**src/rtl/bus_cycle_defs.svh**
```systemverilog
// constants for the local bus cycle control
// Summary of operation
// - every bus cycle spans T1 T2 T3 T4
// - processor drives address T1, data T2 to T4
// - wait states between T3 and T4, one clock
// - idle clocks between cycles issue no command
// - status lines valid during T1 each cycle
// - status code decodes to eight cycle types
// - address latch strobe in T1, leading edge latches
// - upper byte enable and bit zero select bytes
// - read: direction to receive at end of T1
// - read command held from T2 to T4
// - read: buffer enable asserted at start of T3
// - ready sampled late T3 and each wait
// - read T4 ends command, buffer disabled in the same clock
// - write: direction stays high entire cycle
// - write: early strobe T2, normal strobe T3
// - write T4 drops strobe, buffer disabled in the same clock
// - two acknowledge cycles, timed like reads
// - second acknowledge returns source byte low lines
// - processor outputs 20-bit address in T1
// - latched bits feed io and ram decode
// - from T2 the lines carry data
// - time-out restarts on latch strobe, about 10 ms
// - fitted link forces ready, time-out interrupt
`ifndef BUS_CYCLE_DEFS_SVH
`define BUS_CYCLE_DEFS_SVH
// ------------------------------------------------
// status codes (s2 s1 s0)
// ------------------------------------------------
`define CS_IRQ_ACK_N 3'h0
`define CS_IORD 3'h1
`define CS_IOWR 3'h2
`define CS_HALT 3'h3
`define CS_CODE 3'h4
`define CS_MRD 3'h5
`define CS_MWR 3'h6
`define CS_PASSIVE 3'h7
// ------------------------------------------------
// timing
// ------------------------------------------------
`define CLK_PERIOD_NS 25
`define TIMEOUT_MS 10
`define TIMEOUT_CYCLES ((`TIMEOUT_MS * 1000000) / `CLK_PERIOD_NS)
`define TIMEOUT_W 19
`define ADDR_W 20
`define DATA_W 16
`endif

```
**src/rtl/bus_cycle_pkg.sv**
```systemverilog
// types shared by both ends of the local bus
package bus_cycle_pkg;
    typedef enum logic [2:0] {
        ST_IDLE = 3'h0,
        ST_T1 = 3'h1,
        ST_T2 = 3'h3,
        ST_T3 = 3'h2,
        ST_TW = 3'h6,
        ST_T4 = 3'h4
    } bus_state_t;
    typedef logic [2:0] cycle_status_t;
endpackage

```
**src/rtl/local_bus_if.sv**
```systemverilog
// interface joining the processor end and the cycle controller
`timescale 1ns/1ps
interface local_bus_if;
    logic [2:0] cycle_status;
    logic [19:0] ad_out;
    logic ad_oe_n;
    logic [15:0] ad_in;
    logic upper_byte_enable_n;
    logic ready;
    modport cpu
    (
        output cycle_status,
        output ad_out,
        output ad_oe_n,
        output upper_byte_enable_n,
        input ad_in,
        input ready
    );
    modport ctl
    (
        input cycle_status,
        input ad_out,
        input ad_oe_n,
        input upper_byte_enable_n,
        output ad_in,
        output ready
    );
endinterface

```
**src/rtl/bus_cycle_ctrl.sv**
```systemverilog
// controller end: status decode, latch, command strobes and bus time-out
`timescale 1ns/1ps
`include "bus_cycle_defs.svh"
module bus_cycle_ctrl
(
    input wire logic i_ref_clk,
    input wire logic i_resetn,
    input wire logic i_dev_ready,
    input wire logic i_timeout_link,
    input wire logic [15:0] i_dev_rdata,
    output logic o_addr_latch_strobe,
    output logic [19:0] o_latched_addr,
    output logic o_low_byte_sel,
    output logic o_high_byte_sel,
    output logic [12:0] o_io_decode_addr,
    output logic o_ram_select,
    output logic o_transfer_direction,
    output logic o_data_buffer_enable,
    output logic o_mem_read_cmd_n,
    output logic o_io_read_cmd_n,
    output logic o_mem_write_cmd_n,
    output logic o_io_write_cmd_n,
    output logic o_early_mem_write_n,
    output logic o_early_io_write_n,
    output logic o_irq_ack_n,
    output logic o_bus_expired_irq_n,
    output logic [15:0] o_wdata,
    output bus_cycle_pkg::bus_state_t o_state,
    local_bus_if.ctl bus
);
    import bus_cycle_pkg::*;
    // ------------------------------------------------
    // state tracking mirrors the processor's T states
    // ------------------------------------------------
    bus_state_t st_r, st_nxt;
    cycle_status_t stat_r, stat_nxt;
    logic ale_r, ale_nxt;
    logic [19:0] lat_r, lat_nxt;
    logic lo_r, lo_nxt, hi_r, hi_nxt;
    logic dtr_r, dtr_nxt, den_r, den_nxt;
    logic mrd_r, mrd_nxt, iord_r, iord_nxt, mwr_r, mwr_nxt, iowr_r, iowr_nxt;
    logic amw_r, amw_nxt, aiow_r, aiow_nxt, ack_r, ack_nxt;
    logic [15:0] wd_r, wd_nxt;
    logic [`TIMEOUT_W-1:0] to_cnt_r, to_cnt_nxt;
    logic expired_r, expired_nxt;
    logic rdy_r, rdy_nxt;
    logic ready_eff;
    logic rd_cyc, wr_cyc;

    function automatic logic is_read(input cycle_status_t s);
        is_read = (s == `CS_IORD) || (s == `CS_CODE) || (s == `CS_MRD) || (s == `CS_IRQ_ACK_N);
    endfunction

    function automatic logic is_write(input cycle_status_t s);
        is_write = (s == `CS_IOWR) || (s == `CS_MWR);
    endfunction

    // time-out via link forces ready so a hung wait ends
    assign ready_eff = i_dev_ready | (i_timeout_link & expired_r);
    assign rd_cyc = is_read(stat_r);
    assign wr_cyc = is_write(stat_r);

    always_comb
    begin
        st_nxt = st_r;
        stat_nxt = stat_r;
        ale_nxt = 1'b0;
        lat_nxt = lat_r;
        lo_nxt = lo_r;
        hi_nxt = hi_r;
        dtr_nxt = 1'b1;
        den_nxt = 1'b0;
        mrd_nxt = 1'b1;
        iord_nxt = 1'b1;
        mwr_nxt = 1'b1;
        iowr_nxt = 1'b1;
        amw_nxt = 1'b1;
        aiow_nxt = 1'b1;
        ack_nxt = 1'b1;
        wd_nxt = wd_r;
        rdy_nxt = 1'b0;
        case (st_r)
            ST_IDLE:
            begin
                // no command in idle clocks
                if (bus.cycle_status != `CS_PASSIVE && bus.cycle_status != `CS_HALT)
                begin
                    st_nxt = ST_T1;
                    stat_nxt = bus.cycle_status;
                    ale_nxt = 1'b1;
                    // address stands only in the processor's T1, one clock ahead of ours
                    if (!bus.ad_oe_n)
                    begin
                        lat_nxt = bus.ad_out;
                        lo_nxt = ~bus.ad_out[0];
                        hi_nxt = ~bus.upper_byte_enable_n;
                    end
                end
            end
            ST_T1:
            begin
                st_nxt = ST_T2;
                dtr_nxt = ~rd_cyc;
                mrd_nxt = ~(stat_r == `CS_MRD || stat_r == `CS_CODE);
                iord_nxt = ~(stat_r == `CS_IORD);
                ack_nxt = ~(stat_r == `CS_IRQ_ACK_N);
                amw_nxt = ~(stat_r == `CS_MWR);
                aiow_nxt = ~(stat_r == `CS_IOWR);
                den_nxt = wr_cyc;
            end
            ST_T2, ST_T3, ST_TW:
            begin
                if (st_r == ST_T2)
                    st_nxt = ST_T3;
                else
                    st_nxt = ready_eff ? ST_T4 : ST_TW;
                // commands hold until T4 entry
                dtr_nxt = ~rd_cyc;
                mrd_nxt = ~(stat_r == `CS_MRD || stat_r == `CS_CODE);
                iord_nxt = ~(stat_r == `CS_IORD);
                ack_nxt = ~(stat_r == `CS_IRQ_ACK_N);
                amw_nxt = ~(stat_r == `CS_MWR);
                aiow_nxt = ~(stat_r == `CS_IOWR);
                mwr_nxt = ~(stat_r == `CS_MWR);
                iowr_nxt = ~(stat_r == `CS_IOWR);
                den_nxt = 1'b1;
                wd_nxt = bus.ad_out[15:0];
                if (st_r != ST_T2 && ready_eff)
                begin
                    // entering T4: strobes drop, buffers float
                    mrd_nxt = 1'b1;
                    iord_nxt = 1'b1;
                    ack_nxt = 1'b1;
                    mwr_nxt = 1'b1;
                    iowr_nxt = 1'b1;
                    amw_nxt = 1'b1;
                    aiow_nxt = 1'b1;
                    den_nxt = 1'b0;
                    rdy_nxt = 1'b1;
                end
            end
            ST_T4:
                st_nxt = ST_IDLE;
            default:
                st_nxt = ST_IDLE;
        endcase
    end

    // ------------------------------------------------
    // bus time-out: restarts on each latch strobe leading edge
    // ------------------------------------------------
    always_comb
    begin
        to_cnt_nxt = to_cnt_r;
        expired_nxt = expired_r;
        if (ale_nxt)
        begin
            to_cnt_nxt = '0;
            expired_nxt = 1'b0;
        end
        else if (to_cnt_r == `TIMEOUT_W'(`TIMEOUT_CYCLES - 1))
            expired_nxt = 1'b1;
        else
            to_cnt_nxt = to_cnt_r + `TIMEOUT_W'(1);
    end

    always_ff @(posedge i_ref_clk or negedge i_resetn)
    begin
        if (!i_resetn)
        begin
            st_r <= ST_IDLE;
            stat_r <= `CS_PASSIVE;
            ale_r <= 1'b0;
            lat_r <= 20'h00000;
            lo_r <= 1'b0;
            hi_r <= 1'b0;
            dtr_r <= 1'b1;
            den_r <= 1'b0;
            mrd_r <= 1'b1;
            iord_r <= 1'b1;
            mwr_r <= 1'b1;
            iowr_r <= 1'b1;
            amw_r <= 1'b1;
            aiow_r <= 1'b1;
            ack_r <= 1'b1;
            wd_r <= 16'h0000;
            to_cnt_r <= '0;
            expired_r <= 1'b0;
            rdy_r <= 1'b0;
        end
        else
        begin
            st_r <= st_nxt;
            stat_r <= stat_nxt;
            ale_r <= ale_nxt;
            lat_r <= lat_nxt;
            lo_r <= lo_nxt;
            hi_r <= hi_nxt;
            dtr_r <= dtr_nxt;
            den_r <= den_nxt;
            mrd_r <= mrd_nxt;
            iord_r <= iord_nxt;
            mwr_r <= mwr_nxt;
            iowr_r <= iowr_nxt;
            amw_r <= amw_nxt;
            aiow_r <= aiow_nxt;
            ack_r <= ack_nxt;
            wd_r <= wd_nxt;
            to_cnt_r <= to_cnt_nxt;
            expired_r <= expired_nxt;
            rdy_r <= rdy_nxt;
        end
    end

    // ------------------------------------------------
    // outputs
    // ------------------------------------------------
    assign bus.ready = rdy_r | ready_eff;
    assign bus.ad_in = i_dev_rdata;
    assign o_addr_latch_strobe = ale_r;
    assign o_latched_addr = lat_r;
    assign o_low_byte_sel = lo_r;
    assign o_high_byte_sel = hi_r;
    assign o_io_decode_addr = lat_r[15:3];
    assign o_ram_select = lat_r[19];
    assign o_transfer_direction = dtr_r;
    assign o_data_buffer_enable = den_r;
    assign o_mem_read_cmd_n = mrd_r;
    assign o_io_read_cmd_n = iord_r;
    assign o_mem_write_cmd_n = mwr_r;
    assign o_io_write_cmd_n = iowr_r;
    assign o_early_mem_write_n = amw_r;
    assign o_early_io_write_n = aiow_r;
    assign o_irq_ack_n = ack_r;
    assign o_bus_expired_irq_n = ~expired_r;
    assign o_wdata = wd_r;
    assign o_state = st_r;
endmodule

```
**src/flat_wrapper.sv**
```systemverilog
// flat-port wrapper written by rule: the top's interface ports become plain ports
module bus_cycle_ctrl_flat import bus_cycle_pkg::*;
  (i_ref_clk, i_resetn, i_dev_ready, i_timeout_link, i_dev_rdata, o_addr_latch_strobe, o_latched_addr, o_low_byte_sel, o_high_byte_sel, o_io_decode_addr, o_ram_select, o_transfer_direction, o_data_buffer_enable, o_mem_read_cmd_n, o_io_read_cmd_n, o_mem_write_cmd_n, o_io_write_cmd_n, o_early_mem_write_n, o_early_io_write_n, o_irq_ack_n, o_bus_expired_irq_n, o_wdata, o_state, bus_cycle_status, bus_ad_out, bus_ad_oe_n, bus_upper_byte_enable_n, bus_ad_in, bus_ready);
  local_bus_if bus_i ();
  input wire logic i_ref_clk;
  input wire logic i_resetn;
  input wire logic i_dev_ready;
  input wire logic i_timeout_link;
  input wire logic [15:0] i_dev_rdata;
  output logic o_addr_latch_strobe;
  output logic [19:0] o_latched_addr;
  output logic o_low_byte_sel;
  output logic o_high_byte_sel;
  output logic [12:0] o_io_decode_addr;
  output logic o_ram_select;
  output logic o_transfer_direction;
  output logic o_data_buffer_enable;
  output logic o_mem_read_cmd_n;
  output logic o_io_read_cmd_n;
  output logic o_mem_write_cmd_n;
  output logic o_io_write_cmd_n;
  output logic o_early_mem_write_n;
  output logic o_early_io_write_n;
  output logic o_irq_ack_n;
  output logic o_bus_expired_irq_n;
  output logic [15:0] o_wdata;
  output bus_cycle_pkg::bus_state_t o_state;
  input wire logic [$bits(bus_i.cycle_status)-1:0] bus_cycle_status;
  input wire logic [$bits(bus_i.ad_out)-1:0] bus_ad_out;
  input wire logic [$bits(bus_i.ad_oe_n)-1:0] bus_ad_oe_n;
  input wire logic [$bits(bus_i.upper_byte_enable_n)-1:0] bus_upper_byte_enable_n;
  output wire logic [$bits(bus_i.ad_in)-1:0] bus_ad_in;
  output wire logic [$bits(bus_i.ready)-1:0] bus_ready;
  assign bus_i.cycle_status = bus_cycle_status;
  assign bus_i.ad_out = bus_ad_out;
  assign bus_i.ad_oe_n = bus_ad_oe_n;
  assign bus_i.upper_byte_enable_n = bus_upper_byte_enable_n;
  assign bus_ad_in = bus_i.ad_in;
  assign bus_ready = bus_i.ready;
  bus_cycle_ctrl u_core (.i_ref_clk(i_ref_clk), .i_resetn(i_resetn), .i_dev_ready(i_dev_ready), .i_timeout_link(i_timeout_link), .i_dev_rdata(i_dev_rdata), .o_addr_latch_strobe(o_addr_latch_strobe), .o_latched_addr(o_latched_addr), .o_low_byte_sel(o_low_byte_sel), .o_high_byte_sel(o_high_byte_sel), .o_io_decode_addr(o_io_decode_addr), .o_ram_select(o_ram_select), .o_transfer_direction(o_transfer_direction), .o_data_buffer_enable(o_data_buffer_enable), .o_mem_read_cmd_n(o_mem_read_cmd_n), .o_io_read_cmd_n(o_io_read_cmd_n), .o_mem_write_cmd_n(o_mem_write_cmd_n), .o_io_write_cmd_n(o_io_write_cmd_n), .o_early_mem_write_n(o_early_mem_write_n), .o_early_io_write_n(o_early_io_write_n), .o_irq_ack_n(o_irq_ack_n), .o_bus_expired_irq_n(o_bus_expired_irq_n), .o_wdata(o_wdata), .o_state(o_state), .bus(bus_i));
endmodule
```
**config.mk**
```make
export PLATFORM = sky130hd
export DESIGN_NAME = bus_cycle_ctrl_flat
export DESIGN_NICKNAME = d
export VERILOG_FILES = /design/src/rtl/bus_cycle_pkg.sv /design/src/rtl/local_bus_if.sv /design/src/rtl/bus_cycle_ctrl.sv /design/src/flat_wrapper.sv
export VERILOG_INCLUDE_DIRS = /design/src /design/src/rtl
export SDC_FILE = /design/constraint.sdc
export NUM_CORES = 1
export LEC_CHECK = 0
export BUFFER_PORTS_ARGS = -buffer_cell sky130_fd_sc_hd__buf_2
export CAP_MARGIN = 5
export CORE_ASPECT_RATIO = 1.5
export CORE_UTILIZATION = 55
export CTS_BUF_LIST = sky130_fd_sc_hd__clkbuf_4
export DETAILED_ROUTE_END_ITERATION = 7
export GPL_TIMING_DRIVEN = 0
export HOLD_SLACK_MARGIN = 0.05
export PLACE_DENSITY_LB_ADDON = 0.1
export SLEW_MARGIN = 20
export SYNTH_ARGS = -nofsm -noshare
export SYNTH_HDL_FRONTEND = slang
export SYNTH_SLANG_ARGS = --single-unit
```
**constraint.sdc**
```tcl
create_clock -name i_ref_clk -period 3.2 [get_ports i_ref_clk]
set_input_delay 0.32 -clock i_ref_clk [delete_from_list [all_inputs] [get_ports i_ref_clk]]
set_output_delay 0.32 -clock i_ref_clk [all_outputs]
set_load 0.02 [all_outputs]
```
==> flow_summary_export.csv, run 1 <==
group,metric,value,unit
grt,largest_net_degree_at_the_start_of_global_routing,52,
critical_path,crit_arrival,2.31,ns
die,io-pin-count,128,
cells_and_area,finalNetCount,462,
critical_path,cp_top_family,"compound AO/OA/AOI/OAI gates",
placement,detailed_place.area,4069,µm²
run_status,outcome,"completed",
critical_path,worstSetupStartpointType,"flop",
clocking,cts_setup_buffers,0,
synth,synth_top_family_by_area,"simple AND/OR/NAND/NOR gates",
synth,register_bit_count_reported_by_yosys,75,
die,row_count,34,
cells_and_area,fillCellCount,465,
timing,worst_slew_margin_rel,0.5574,
critical_path,cp.depth,4,
die,die_height,98.20,µm
power_and_ir_drop,power.ir.vdd_worst,0.4755,mV
route,highest-signal-layer,"met4",
grt,first_global_vias,2371,
clocking,numClockSinks,75,
synth,mappedNetlistArea,3393,µm²
die,die_area,6494,µm²
synth,simple_gate_share_of_the_synthesized_area,0.1357,
route,route.detailed.vias_per_inst,5.278,
route,routed-via-count,2602,
route,drt-pass1-iter-count,4,
power_and_ir_drop,power_report.internal_total,2.371,mW
route,route.layer.met1.wl,2685,µm
cells_and_area,antennaDiodeCount,0,
critical_path,reg2reg_setup_slack,1.20,ns
synth,asyncSetResetFlopFracSynth,1.000,
clocking,ctsResizeCount,0,
die,initial_core_util,0.5780,
route,antenna_violating_nets_post_route,0,
synth,syn_avg_cell_area,11.62,µm²
timing,number_of_pins_with_negative_max_slew_slack_in_the_final_report,0,
synth,yosys.cell_types.count,41,
die,coreArea,5871,µm²
cells_and_area,finalInstanceArea,4222,µm²
power_and_ir_drop,power.clock.fraction,0.148,
route,met2_wire_len,3751,µm
critical_path,rr_startpoint,"u_core.o_state[2]",
critical_path,length_in_cells_of_the_worst_reg_to_reg_path,4,
power_and_ir_drop,switching_share,0.4085,
critical_path,crit_path_max_fo,10,
critical_path,path_class,"flop to flop",
clocking,cts_max_level,3,
grt,grt_first_pass_wirelength,11070,µm
route,drc,0,
clocking,clk_path_buf_depth,2,
timing,timing.final.setup_violations,0,
synth,synthAdderAreaFrac,0.003687,
cells_and_area,area.growth.synth_to_final,24.41,%
clocking,clock_insertion_delay_worst_skew,0.42,ns
critical_path,cp-startpoint,"u_core.o_state[2]",
clocking,cts_buffers,9,
worst_hold_path,worstHoldPathType,"input pin to flop",
cells_and_area,layout-drive-gt1-share,0.5202,
critical_path,slowest_delay,0.58,ns
power_and_ir_drop,netSwitchingPower,1.638,mW
timing,holdWs,0.07616,ns
clocking,tritoncts,"yes",
synth,synth.yosys.seq_area_share,0.5572,
placement,dpl.cell_count,476,
synth,syn-instance-count,292,
power_and_ir_drop,cellPowerDensity,949.6,nW/µm²
timing,post-route-period-util,0.6242,
flow_run,maxCapViolations,0,
timing,tightest_slew,0.6625,ns
critical_path,critical-path-slowest-cell,"a21boi_1",
placement,sum_of_net_half_perimeters_after_detailed_placement,5386,µm
route,routedWlPerCell,14.29,µm
grt,grt_antenna_before_repair,0,
power_and_ir_drop,pwr-share-seq,0.383,
synth,synth_mux_area_frac,0.1224,
timing,final_critical_period,1.997,ns
cells_and_area,most_common_cell_after_layout_fill_and_taps_aside,"buf_2",
critical_path,cp_cell_sequence,"clkbuf_1, a21boi_1, buf_2, mux2_2",
die,die_x,66.13,µm
power_and_ir_drop,power.combinational.fraction,0.470,
power_and_ir_drop,design_power_total,4.009,mW
cells_and_area,finish.cell_count_without_fillers,493,
critical_path,timing.critical_path.to,"u_core.o_wdata[6]",
synth,synth_xor_area_frac,0.007743,
critical_path,timing.critical_path.required,3.52,ns
route,routed-wl-met3,456,µm
clocking,root_buffer,"clkbuf_4",
synth,syn_nets,338,
clocking,cts_hold_repair.buffers,1,
route,postRouteWirelength,7046,µm
clocking,clk_pin_slew,0.13,ns
critical_path,crit-reg2reg-capture,"u_core.o_wdata[6]",
grt,globalRoute.totalOverflow,0,
synth,count_of_flip_flops_with_a_built_in_enable_after_synthesis,0,
cells_and_area,mostFrequentLayoutCells,"118 x buf_2, 64 x dfrtp_1, 36 x mux2_2",
timing,report.final.hold_viol_count,0,
timing,max_freq,500.7,MHz
timing,tns_setup,0,ns
synth,fraction_of_the_mapped_netlist_area_in_compound_gates,0.07854,
synth,yosys_warnings,0,
placement,buffer_ports.inserted,111,
critical_path,path_buf_inv,2,
timing,rsz0062_at_grt,"false",
power_and_ir_drop,p_leak,2.019,nW
synth,synth_flop_cell,"dfrtp_1",
route,detailedRoute.firstIterationViolations,133,
grt,grt.total_usage,0.2273,
critical_path,worst_setup_path_end_kind,"flop",
placement,gp_congestion,0.8650,
timing,skew,0.01081,ns
[routing by layer]
metal,up-vias,track usage
li1,1252,-
met1,1242,0.2630
met2,95,0.3893
met3,13,0.06425
met4,0,0.08838
met5,-,0
[worst reg2reg max path, delay by kind of cell, from the launching register on]
| kind | cells | cell delay [ns] |
|---|---|---|
| compound gates | 1 | 0.58 |
| buf+inv | 2 | 0.55 |
| flops | 1 | 0.39 |
| mux | 1 | 0.37 |
[power by group through the flow]
stage                     Combinational, mW  Sequential, mW  Clock, mW
final                                  1.88            1.53      0.592
after global routing                   2.04            1.58      0.648
after CTS                              1.90            1.53      0.604
after detailed placement               1.90            1.56          0
after global placement                 1.86            1.53          0
after floorplan                       0.922            1.92          0
[worst min path at each step]
stage	startpoint	end	slack [ns]	cells after the start
6_report	bus_upper_byte_enable_n	u_core.o_high_byte_sel	0.08	2
5_1_grt	bus_upper_byte_enable_n	u_core.o_high_byte_sel	0.07	2
4_1_cts	bus_upper_byte_enable_n	u_core.o_high_byte_sel	0.05	2
3_5_place_dp	i_resetn	u_core.o_wdata[10]	0.25	1
3_3_place_gp	u_core.o_high_byte_sel	u_core.o_high_byte_sel	0.46	2
2_1_floorplan	i_resetn	u_core.expired_r	0.02	0
[layout make-up]
type	count	area [µm²]	area share
timing repair buffer	113	595.6	0.1411
clock inverter	7	75.07	0.01778
clock buffer	9	67.56	0.01600
sequential	75	1891	0.4478
multi-input combinational	170	1181	0.2798
buffer	43	306.5	0.07261
inverter	4	15.01	0.003557
tap	72	90.09	0.02134
[metrics by stage]
stage                     utilization  setup WS [ns]
after global routing           0.7191          1.048
after detailed placement       0.6931          1.180
after global placement         0.6880          1.207
after floorplan                     -          1.391
after CTS                      0.7191          1.164
final                          0.7191          1.203
[cells in the mapped netlist (3+ instances only)]
cell / count / share of area
a21oi_1: 15 / 0.022
and3_1: 5 / 0.0092
buf_2: 8 / 0.012
buf_4: 30 / 0.066
buf_6: 3 / 0.010
dfrtp_1: 64 / 0.47
dfstp_2: 11 / 0.085
inv_1: 4 / 0.0044
mux2_2: 36 / 0.12
nand2_1: 20 / 0.022
nand2b_1: 3 / 0.0055
nand3_1: 10 / 0.015
nor2_1: 12 / 0.013
nor2b_1: 3 / 0.0055
nor3_1: 5 / 0.0074
nor4_1: 4 / 0.0074
o21ai_0: 12 / 0.018
o31ai_1: 6 / 0.013
or3_1: 3 / 0.0055
or4_1: 6 / 0.013
[cells by family (layout without fill, tap and decap cells)]
logic type,Yosys count,count (layout)
muxes,37,37
xor gates and xnor gates,3,3
and+or+nand+nor,85,85
adders and majority gates,1,1
DFF,75,75
AOI/OAI and AO/OA,44,44
buffers and inverters,47,176
[state kept, by name (all words and copies together) (netlist names)]
register                     count
u_core.o_latched_addr           20
u_core.to_cnt_r                 19
u_core.o_wdata                  16
u_core.o_state                   3
u_core.stat_r                    3
u_core.expired_r                 1
u_core.o_addr_latch_strobe       1
u_core.o_data_buffer_enable      1
u_core.o_early_io_write_n        1
u_core.o_early_mem_write_n       1
u_core.o_high_byte_sel           1
u_core.o_io_read_cmd_n           1
u_core.o_io_write_cmd_n          1
u_core.o_irq_ack_n               1
u_core.o_low_byte_sel            1
u_core.o_mem_read_cmd_n          1
u_core.o_mem_write_cmd_n         1
u_core.o_transfer_direction      1
u_core.rdy_r                     1
Power figures use the tool's default switching activity.
==> run 2: changes to the inputs <==
Settings changed: CORE_UTILIZATION 55 to 51.
Clock period 3.2 ns to 1.9 ns, I/O delays scaled along.
==> run 2 against run 1 <==
  * Setup slack got worse by 1.1 ns
  * Non-clock buffer count rose by 30
  * Combinational power rose by 77%
  * Sequential share of layout area fell by 2.9 points
  * Die area rose by 7.6%
  * Largest cell class unchanged
  * Core utilization fell by 1.8 points
  * Register-to-register slack got worse by 1.1 ns
  * Critical endpoint is now u_core.to_cnt_r[16]
  * Clock skew rose by 0.0052 ns
  * Via count rose by 3.8%
  * First-iteration DRC count fell by 25%
==> flow_summary_export.csv, run 2 (synthesized netlist as in run 1, its figures left out) <==
group,metric,value,unit
critical_path,worstSetupStartpointType,"flop",
route,drc,0,
cells_and_area,antennaDiodeCount,0,
clocking,clk_path_buf_depth,2,
clocking,cts_max_level,3,
power_and_ir_drop,power.clock.fraction,0.119,
route,postRouteWirelength,7434,µm
power_and_ir_drop,cellPowerDensity,1493,nW/µm²
cells_and_area,area.growth.synth_to_final,33.15,%
placement,buffer_ports.inserted,111,
cells_and_area,mostFrequentLayoutCells,"118 x buf_2, 64 x dfrtp_1, 37 x buf_4",
placement,sum_of_net_half_perimeters_after_detailed_placement,5198,µm
placement,gp_congestion,0.8087,
critical_path,path_class,"flop to flop",
run_status,outcome,"completed",
timing,tns_setup,0,ns
cells_and_area,layout-drive-gt1-share,0.5122,
power_and_ir_drop,switching_share,0.4061,
route,routedWlPerCell,14.11,µm
die,die_area,6990,µm²
timing,report.final.hold_viol_count,0,
die,initial_core_util,0.5268,
critical_path,crit_path_max_fo,10,
route,detailedRoute.firstIterationViolations,100,
power_and_ir_drop,design_power_total,6.744,mW
cells_and_area,most_common_cell_after_layout_fill_and_taps_aside,"buf_2",
grt,globalRoute.totalOverflow,0,
grt,use_met3,0.04241,
power_and_ir_drop,power_report.internal_total,4.005,mW
worst_hold_path,worstHoldPathType,"input pin to flop",
clocking,clk_pin_slew,0.11,ns
critical_path,worst_setup_path_end_kind,"flop",
timing,skew,0.01599,ns
die,row_count,36,
clocking,tritoncts,"yes",
grt,first_global_vias,2460,
die,io-pin-count,128,
grt,use_met2,0.3861,
clocking,cts_buffers,9,
timing,worst_slew_margin_rel,0.6562,
power_and_ir_drop,power.ir.vdd_worst,0.8149,mV
timing,holdWs,0.1019,ns
critical_path,crit_arrival,2.18,ns
timing,timing.final.setup_violations,0,
critical_path,timing.critical_path.required,2.25,ns
grt,largest_net_degree_at_the_start_of_global_routing,51,
timing,tightest_slew,0.5138,ns
cells_and_area,finalNetCount,492,
power_and_ir_drop,netSwitchingPower,2.739,mW
grt,grt_busiest_layer,"met2",
route,antenna_violating_nets_post_route,0,
timing,rsz0062_at_grt,"false",
route,routed-via-count,2701,
grt,grt_first_pass_wirelength,11250,µm
route,route.detailed.vias_per_inst,5.125,
timing,max_freq,546.3,MHz
timing,post-route-period-util,0.9634,
clocking,numClockSinks,75,
timing,final_critical_period,1.830,ns
timing,final_worst_path_setup_slack,0.06953,ns
flow_run,maxCapViolations,0,
power_and_ir_drop,p_leak,2.148,nW
cells_and_area,largest_register_ff_count,20,
die,coreArea,6441,µm²
grt,grt.total_usage,0.2220,
clocking,clock_insertion_delay_worst_skew,0.43,ns
grt,grt_antenna_before_repair,0,
clocking,root_buffer,"clkbuf_4",
placement,detailedPlace.worstSlack,-0.1341,ns
grt,grt_use_met1,0.2472,
die,die_height,101.9,µm
die,die_x,68.60,µm
route,drt-pass1-iter-count,4,
power_and_ir_drop,pwr-share-seq,0.387,
power_and_ir_drop,power.combinational.fraction,0.494,
timing,number_of_pins_with_negative_max_slew_slack_in_the_final_report,0,
-- run 2: changes by cell type in the layout (fill, tap and decap cells not counted), sizes merged --
cell,delta
clkinvlp,-2
buf,+6
clkinv,+3
dlygate4sd3,+25
clkbuf,+1
inv,-2
bufinv,-1
-- run 2: repair_timing --
| action | CTS | global route |
|---|---|---|
| endpoints found under the hold margin | 105 | 0 |
| setup buffers | 0 | 6 |
| endpoints found under the setup margin | 27 | 27 |
| pin swaps | 0 | 4 |
| hold buffers | 26 | 0 |
| gates resized for setup | 3 | 6 |
-- run 2: worst paths after layout --
check	start	to	slack, ns	cells past startpoint
setup / recovery	u_core.to_cnt_r[1]	u_core.to_cnt_r[16]	0.07	6
hold / removal	i_dev_ready	u_core.rdy_r	0.10	3
setup reg to reg	u_core.to_cnt_r[1]	u_core.to_cnt_r[16]	0.07	6
hold reg to reg	u_core.o_low_byte_sel	u_core.o_low_byte_sel	0.50	2
max in group asynchronous	i_resetn	u_core.stat_r[0]	1.06	3
min in group asynchronous	i_resetn	u_core.o_latched_addr[14]	0.22	2
-- run 2: critical path: stages, from the launching register on --
cell and delay (ns):
dfrtp_1 0.42, ha_4 0.17, nand3_2 0.11, or2_1 0.28
buf_6 0.15, or4_1 0.49, a21oi_1 0.15
-- run 2: layer usage --
| metal | wire length (µm) | share of wire |
|---|---|---|
| met5 | 0 | 0 |
| met4 | 174 | 0.023 |
| met3 | 405 | 0.054 |
| met2 | 3921 | 0.53 |
| met1 | 2932 | 0.39 |
-- run 2: layout make-up --
class | count | area, µm²
clock inverters | 5 | 21.27
plain buffers | 42 | 302.8
well taps | 76 | 95.09
multi-input cells | 170 | 1220
flip-flops and latches | 75 | 1891
inverters | 4 | 15.01
clock buffers | 11 | 82.58
repair buffers | 144 | 890.9
fillers | 495 | 1923
-- run 2: power by group through the flow --
stage | logic, mW | registers (mW) | clock network (mW)
final | 3.33 | 2.61 | 0.800
after global routing | 3.63 | 2.69 | 0.895
after CTS | 3.25 | 2.60 | 0.834
after detailed placement | 3.20 | 2.62 | 0
after global placement | 3.14 | 2.58 | 0
after floorplan | 1.55 | 3.23 | 0
-- run 2: stage by stage --
stage                 util  std cells  cell area, µm²
floorplan                -        292            3393
global placement    0.6278        479            4044
detailed placement  0.6325        480            4074
CTS                 0.6898        521            4443
global route        0.7014        527            4518
finish              0.7014        527            4518
==> run 3: changes to the inputs <==
Settings changed: CORE_UTILIZATION 51 to 55, CTS_CLUSTER_DIAMETER from default to 150.
Clock period 1.9 ns to 2.2 ns, I/O delays scaled along.
==> run 3 against run 2 <==
  * Wire length rose by 4.0%
  * Sequential power decreased by 14%
  * Core utilization grew 5.7 points
  * Worst hold slack worse by 0.027 ns
  * Critical path depth decreased by 2
  * Largest cell class unchanged
==> flow_summary_export.csv, run 3 (synthesized netlist as in run 1, its figures left out) <==
group,metric,value,unit
run_status,outcome,"completed",
route,route.detailed.vias_per_inst,5.238,
cells_and_area,fillCellCount,422,
timing,timing.final.setup_violations,0,
cells_and_area,finalNetCount,485,
cells_and_area,area.growth.synth_to_final,31.19,%
die,row_count,34,
grt,grt.total_usage,0.2490,
cells_and_area,layout-drive-gt1-share,0.4932,
grt,first_global_vias,2562,
critical_path,path_class,"flop to flop",
power_and_ir_drop,p_leak,2.115,nW
route,drc,0,
critical_path,crit_path_max_fo,10,
grt,grt_first_pass_wirelength,12090,µm
clocking,clk_pin_slew,0.13,ns
critical_path,worst_setup_path_end_kind,"flop",
timing,number_of_pins_with_negative_max_slew_slack_in_the_final_report,0,
critical_path,timing.critical_path.required,2.52,ns
route,antenna_violating_nets_post_route,0,
die,coreArea,5871,µm²
die,die_x,66.13,µm
timing,tns_setup,0,ns
worst_hold_path,holdCritStartpoint,"bus_ad_out[13]",
timing,post-route-period-util,0.9157,
critical_path,crit_arrival,2.34,ns
die,die_area,6494,µm²
critical_path,crit-reg2reg-capture,"u_core.o_wdata[6]",
critical_path,path_buf_inv,2,
timing,holdWs,0.07444,ns
critical_path,reg2reg_setup_slack,0.19,ns
clocking,clock_insertion_delay_worst_skew,0.42,ns
worst_hold_path,hold-path-cell-count,2,
critical_path,cp_top_family,"compound AO/OA/AOI/OAI gates",
timing,tightest_slew,0.6713,ns
cells_and_area,antennaDiodeCount,0,
placement,detailed_place.area,4069,µm²
worst_hold_path,whs_endpoint,"u_core.o_latched_addr[13]",
clocking,cts_buffers,9,
power_and_ir_drop,switching_share,0.4111,
power_and_ir_drop,power.clock.fraction,0.146,
worst_hold_path,worstHoldPathType,"input pin to flop",
clocking,numClockSinks,75,
power_and_ir_drop,power_report.internal_total,3.476,mW
clocking,clk_path_buf_depth,2,
timing,report.final.hold_viol_count,0,
timing,max_freq,496.4,MHz
power_and_ir_drop,power.ir.vdd_worst,0.6807,mV
clocking,tritoncts,"yes",
critical_path,worstSetupStartpointType,"flop",
clocking,cts_setup_buffers,0,
power_and_ir_drop,power.combinational.fraction,0.474,
placement,buffer_ports.inserted,111,
die,die_height,98.20,µm
power_and_ir_drop,design_power_total,5.903,mW
die,io-pin-count,128,
grt,largest_net_degree_at_the_start_of_global_routing,52,
route,detailedRoute.firstIterationViolations,95,
critical_path,critical-path-slowest-cell,"a21boi_1",
cells_and_area,mostFrequentLayoutCells,"118 x buf_2, 64 x dfrtp_1, 36 x mux2_2",
clocking,root_buffer,"clkbuf_4",
timing,final_critical_period,2.015,ns
route,postRouteWirelength,7728,µm
cells_and_area,finalInstanceArea,4452,µm²
critical_path,cp_cell_sequence,"clkbuf_1, a21boi_1, buf_2, mux2_2",
grt,grt_antenna_before_repair,0,
power_and_ir_drop,netSwitchingPower,2.427,mW
route,routedWlPerCell,14.98,µm
timing,worst_slew_margin_rel,0.5515,
power_and_ir_drop,cellPowerDensity,1326,nW/µm²
critical_path,rr_startpoint,"u_core.o_state[2]",
flow_run,maxCapViolations,0,
route,drt-pass1-iter-count,4,
placement,gp_congestion,0.8650,
grt,globalRoute.totalOverflow,0,
cells_and_area,most_common_cell_after_layout_fill_and_taps_aside,"buf_2",
route,routed-via-count,2703,
cells_and_area,largest_register_ff_count,20,
clocking,cts_max_level,3,
timing,skew,0.009087,ns
critical_path,length_in_cells_of_the_worst_reg_to_reg_path,4,
timing,rsz0062_at_grt,"false",
critical_path,slowest_delay,0.59,ns
die,initial_core_util,0.5780,
placement,sum_of_net_half_perimeters_after_detailed_placement,5386,µm
power_and_ir_drop,pwr-share-seq,0.380,
## run 3: routing by layer
| metal | GRT usage | part of all wire | up-vias |
|---|---|---|---|
| li1 | - | - | 1304 |
| met4 | 0.09165 | 0.024 | 0 |
| met2 | 0.4482 | 0.56 | 96 |
| met5 | 0 | 0 | - |
| met1 | 0.2705 | 0.36 | 1288 |
| met3 | 0.06776 | 0.062 | 15 |
## run 3: power groups by stage
stage                     clock network (mW)  logic, mW  registers, mW
final                                  0.862       2.80           2.24
after global routing                   0.945       3.02           2.30
after CTS                              0.878       2.80           2.23
after detailed placement                   0       2.77           2.27
after global placement                     0       2.71           2.22
after floorplan                            0       1.34           2.79
## run 3: area by class of cell
cell class / count / area (µm²) / share of cell area
buffer: 43 / 306.5 / 0.06886
multi-input combinational: 170 / 1181 / 0.2653
inverter: 4 / 15.01 / 0.003373
clock buffer: 9 / 67.56 / 0.01518
clock inverter: 7 / 75.07 / 0.01686
timing repair buffer: 136 / 825.8 / 0.1855
tap: 72 / 90.09 / 0.02024
sequential: 75 / 1891 / 0.4247
## run 3: worst max path at each step
stage,endpoint,start,slack [ns],cells after the start
floorplan,u_core.o_wdata[10],u_core.o_state[1],0.39,4
global placement,u_core.o_wdata[7],u_core.o_state[2],0.21,4
detailed placement,u_core.o_wdata[6],u_core.o_state[2],0.18,4
CTS,u_core.o_wdata[6],u_core.o_state[2],0.16,4
global route,u_core.o_latched_addr[6],u_core.o_state[2],0.04,8
finish,u_core.o_wdata[6],u_core.o_state[2],0.19,4
## run 3: stage by stage
stage / cells / utilization / setup slack [ns]
finish: 516 / 0.7583 / 0.1854
global route: 516 / 0.7583 / 0.04393
CTS: 515 / 0.7566 / 0.1636
detailed placement: 476 / 0.6931 / 0.1797
floorplan: 292 / - / 0.3906
global placement: 475 / 0.6880 / 0.2073
## run 3: what timing repair did
action | 4_1_cts | 5_1_grt
hold buffers | 23 | 1
endpoints found under the hold margin | 108 | 2
gates resized for setup | 0 | 0
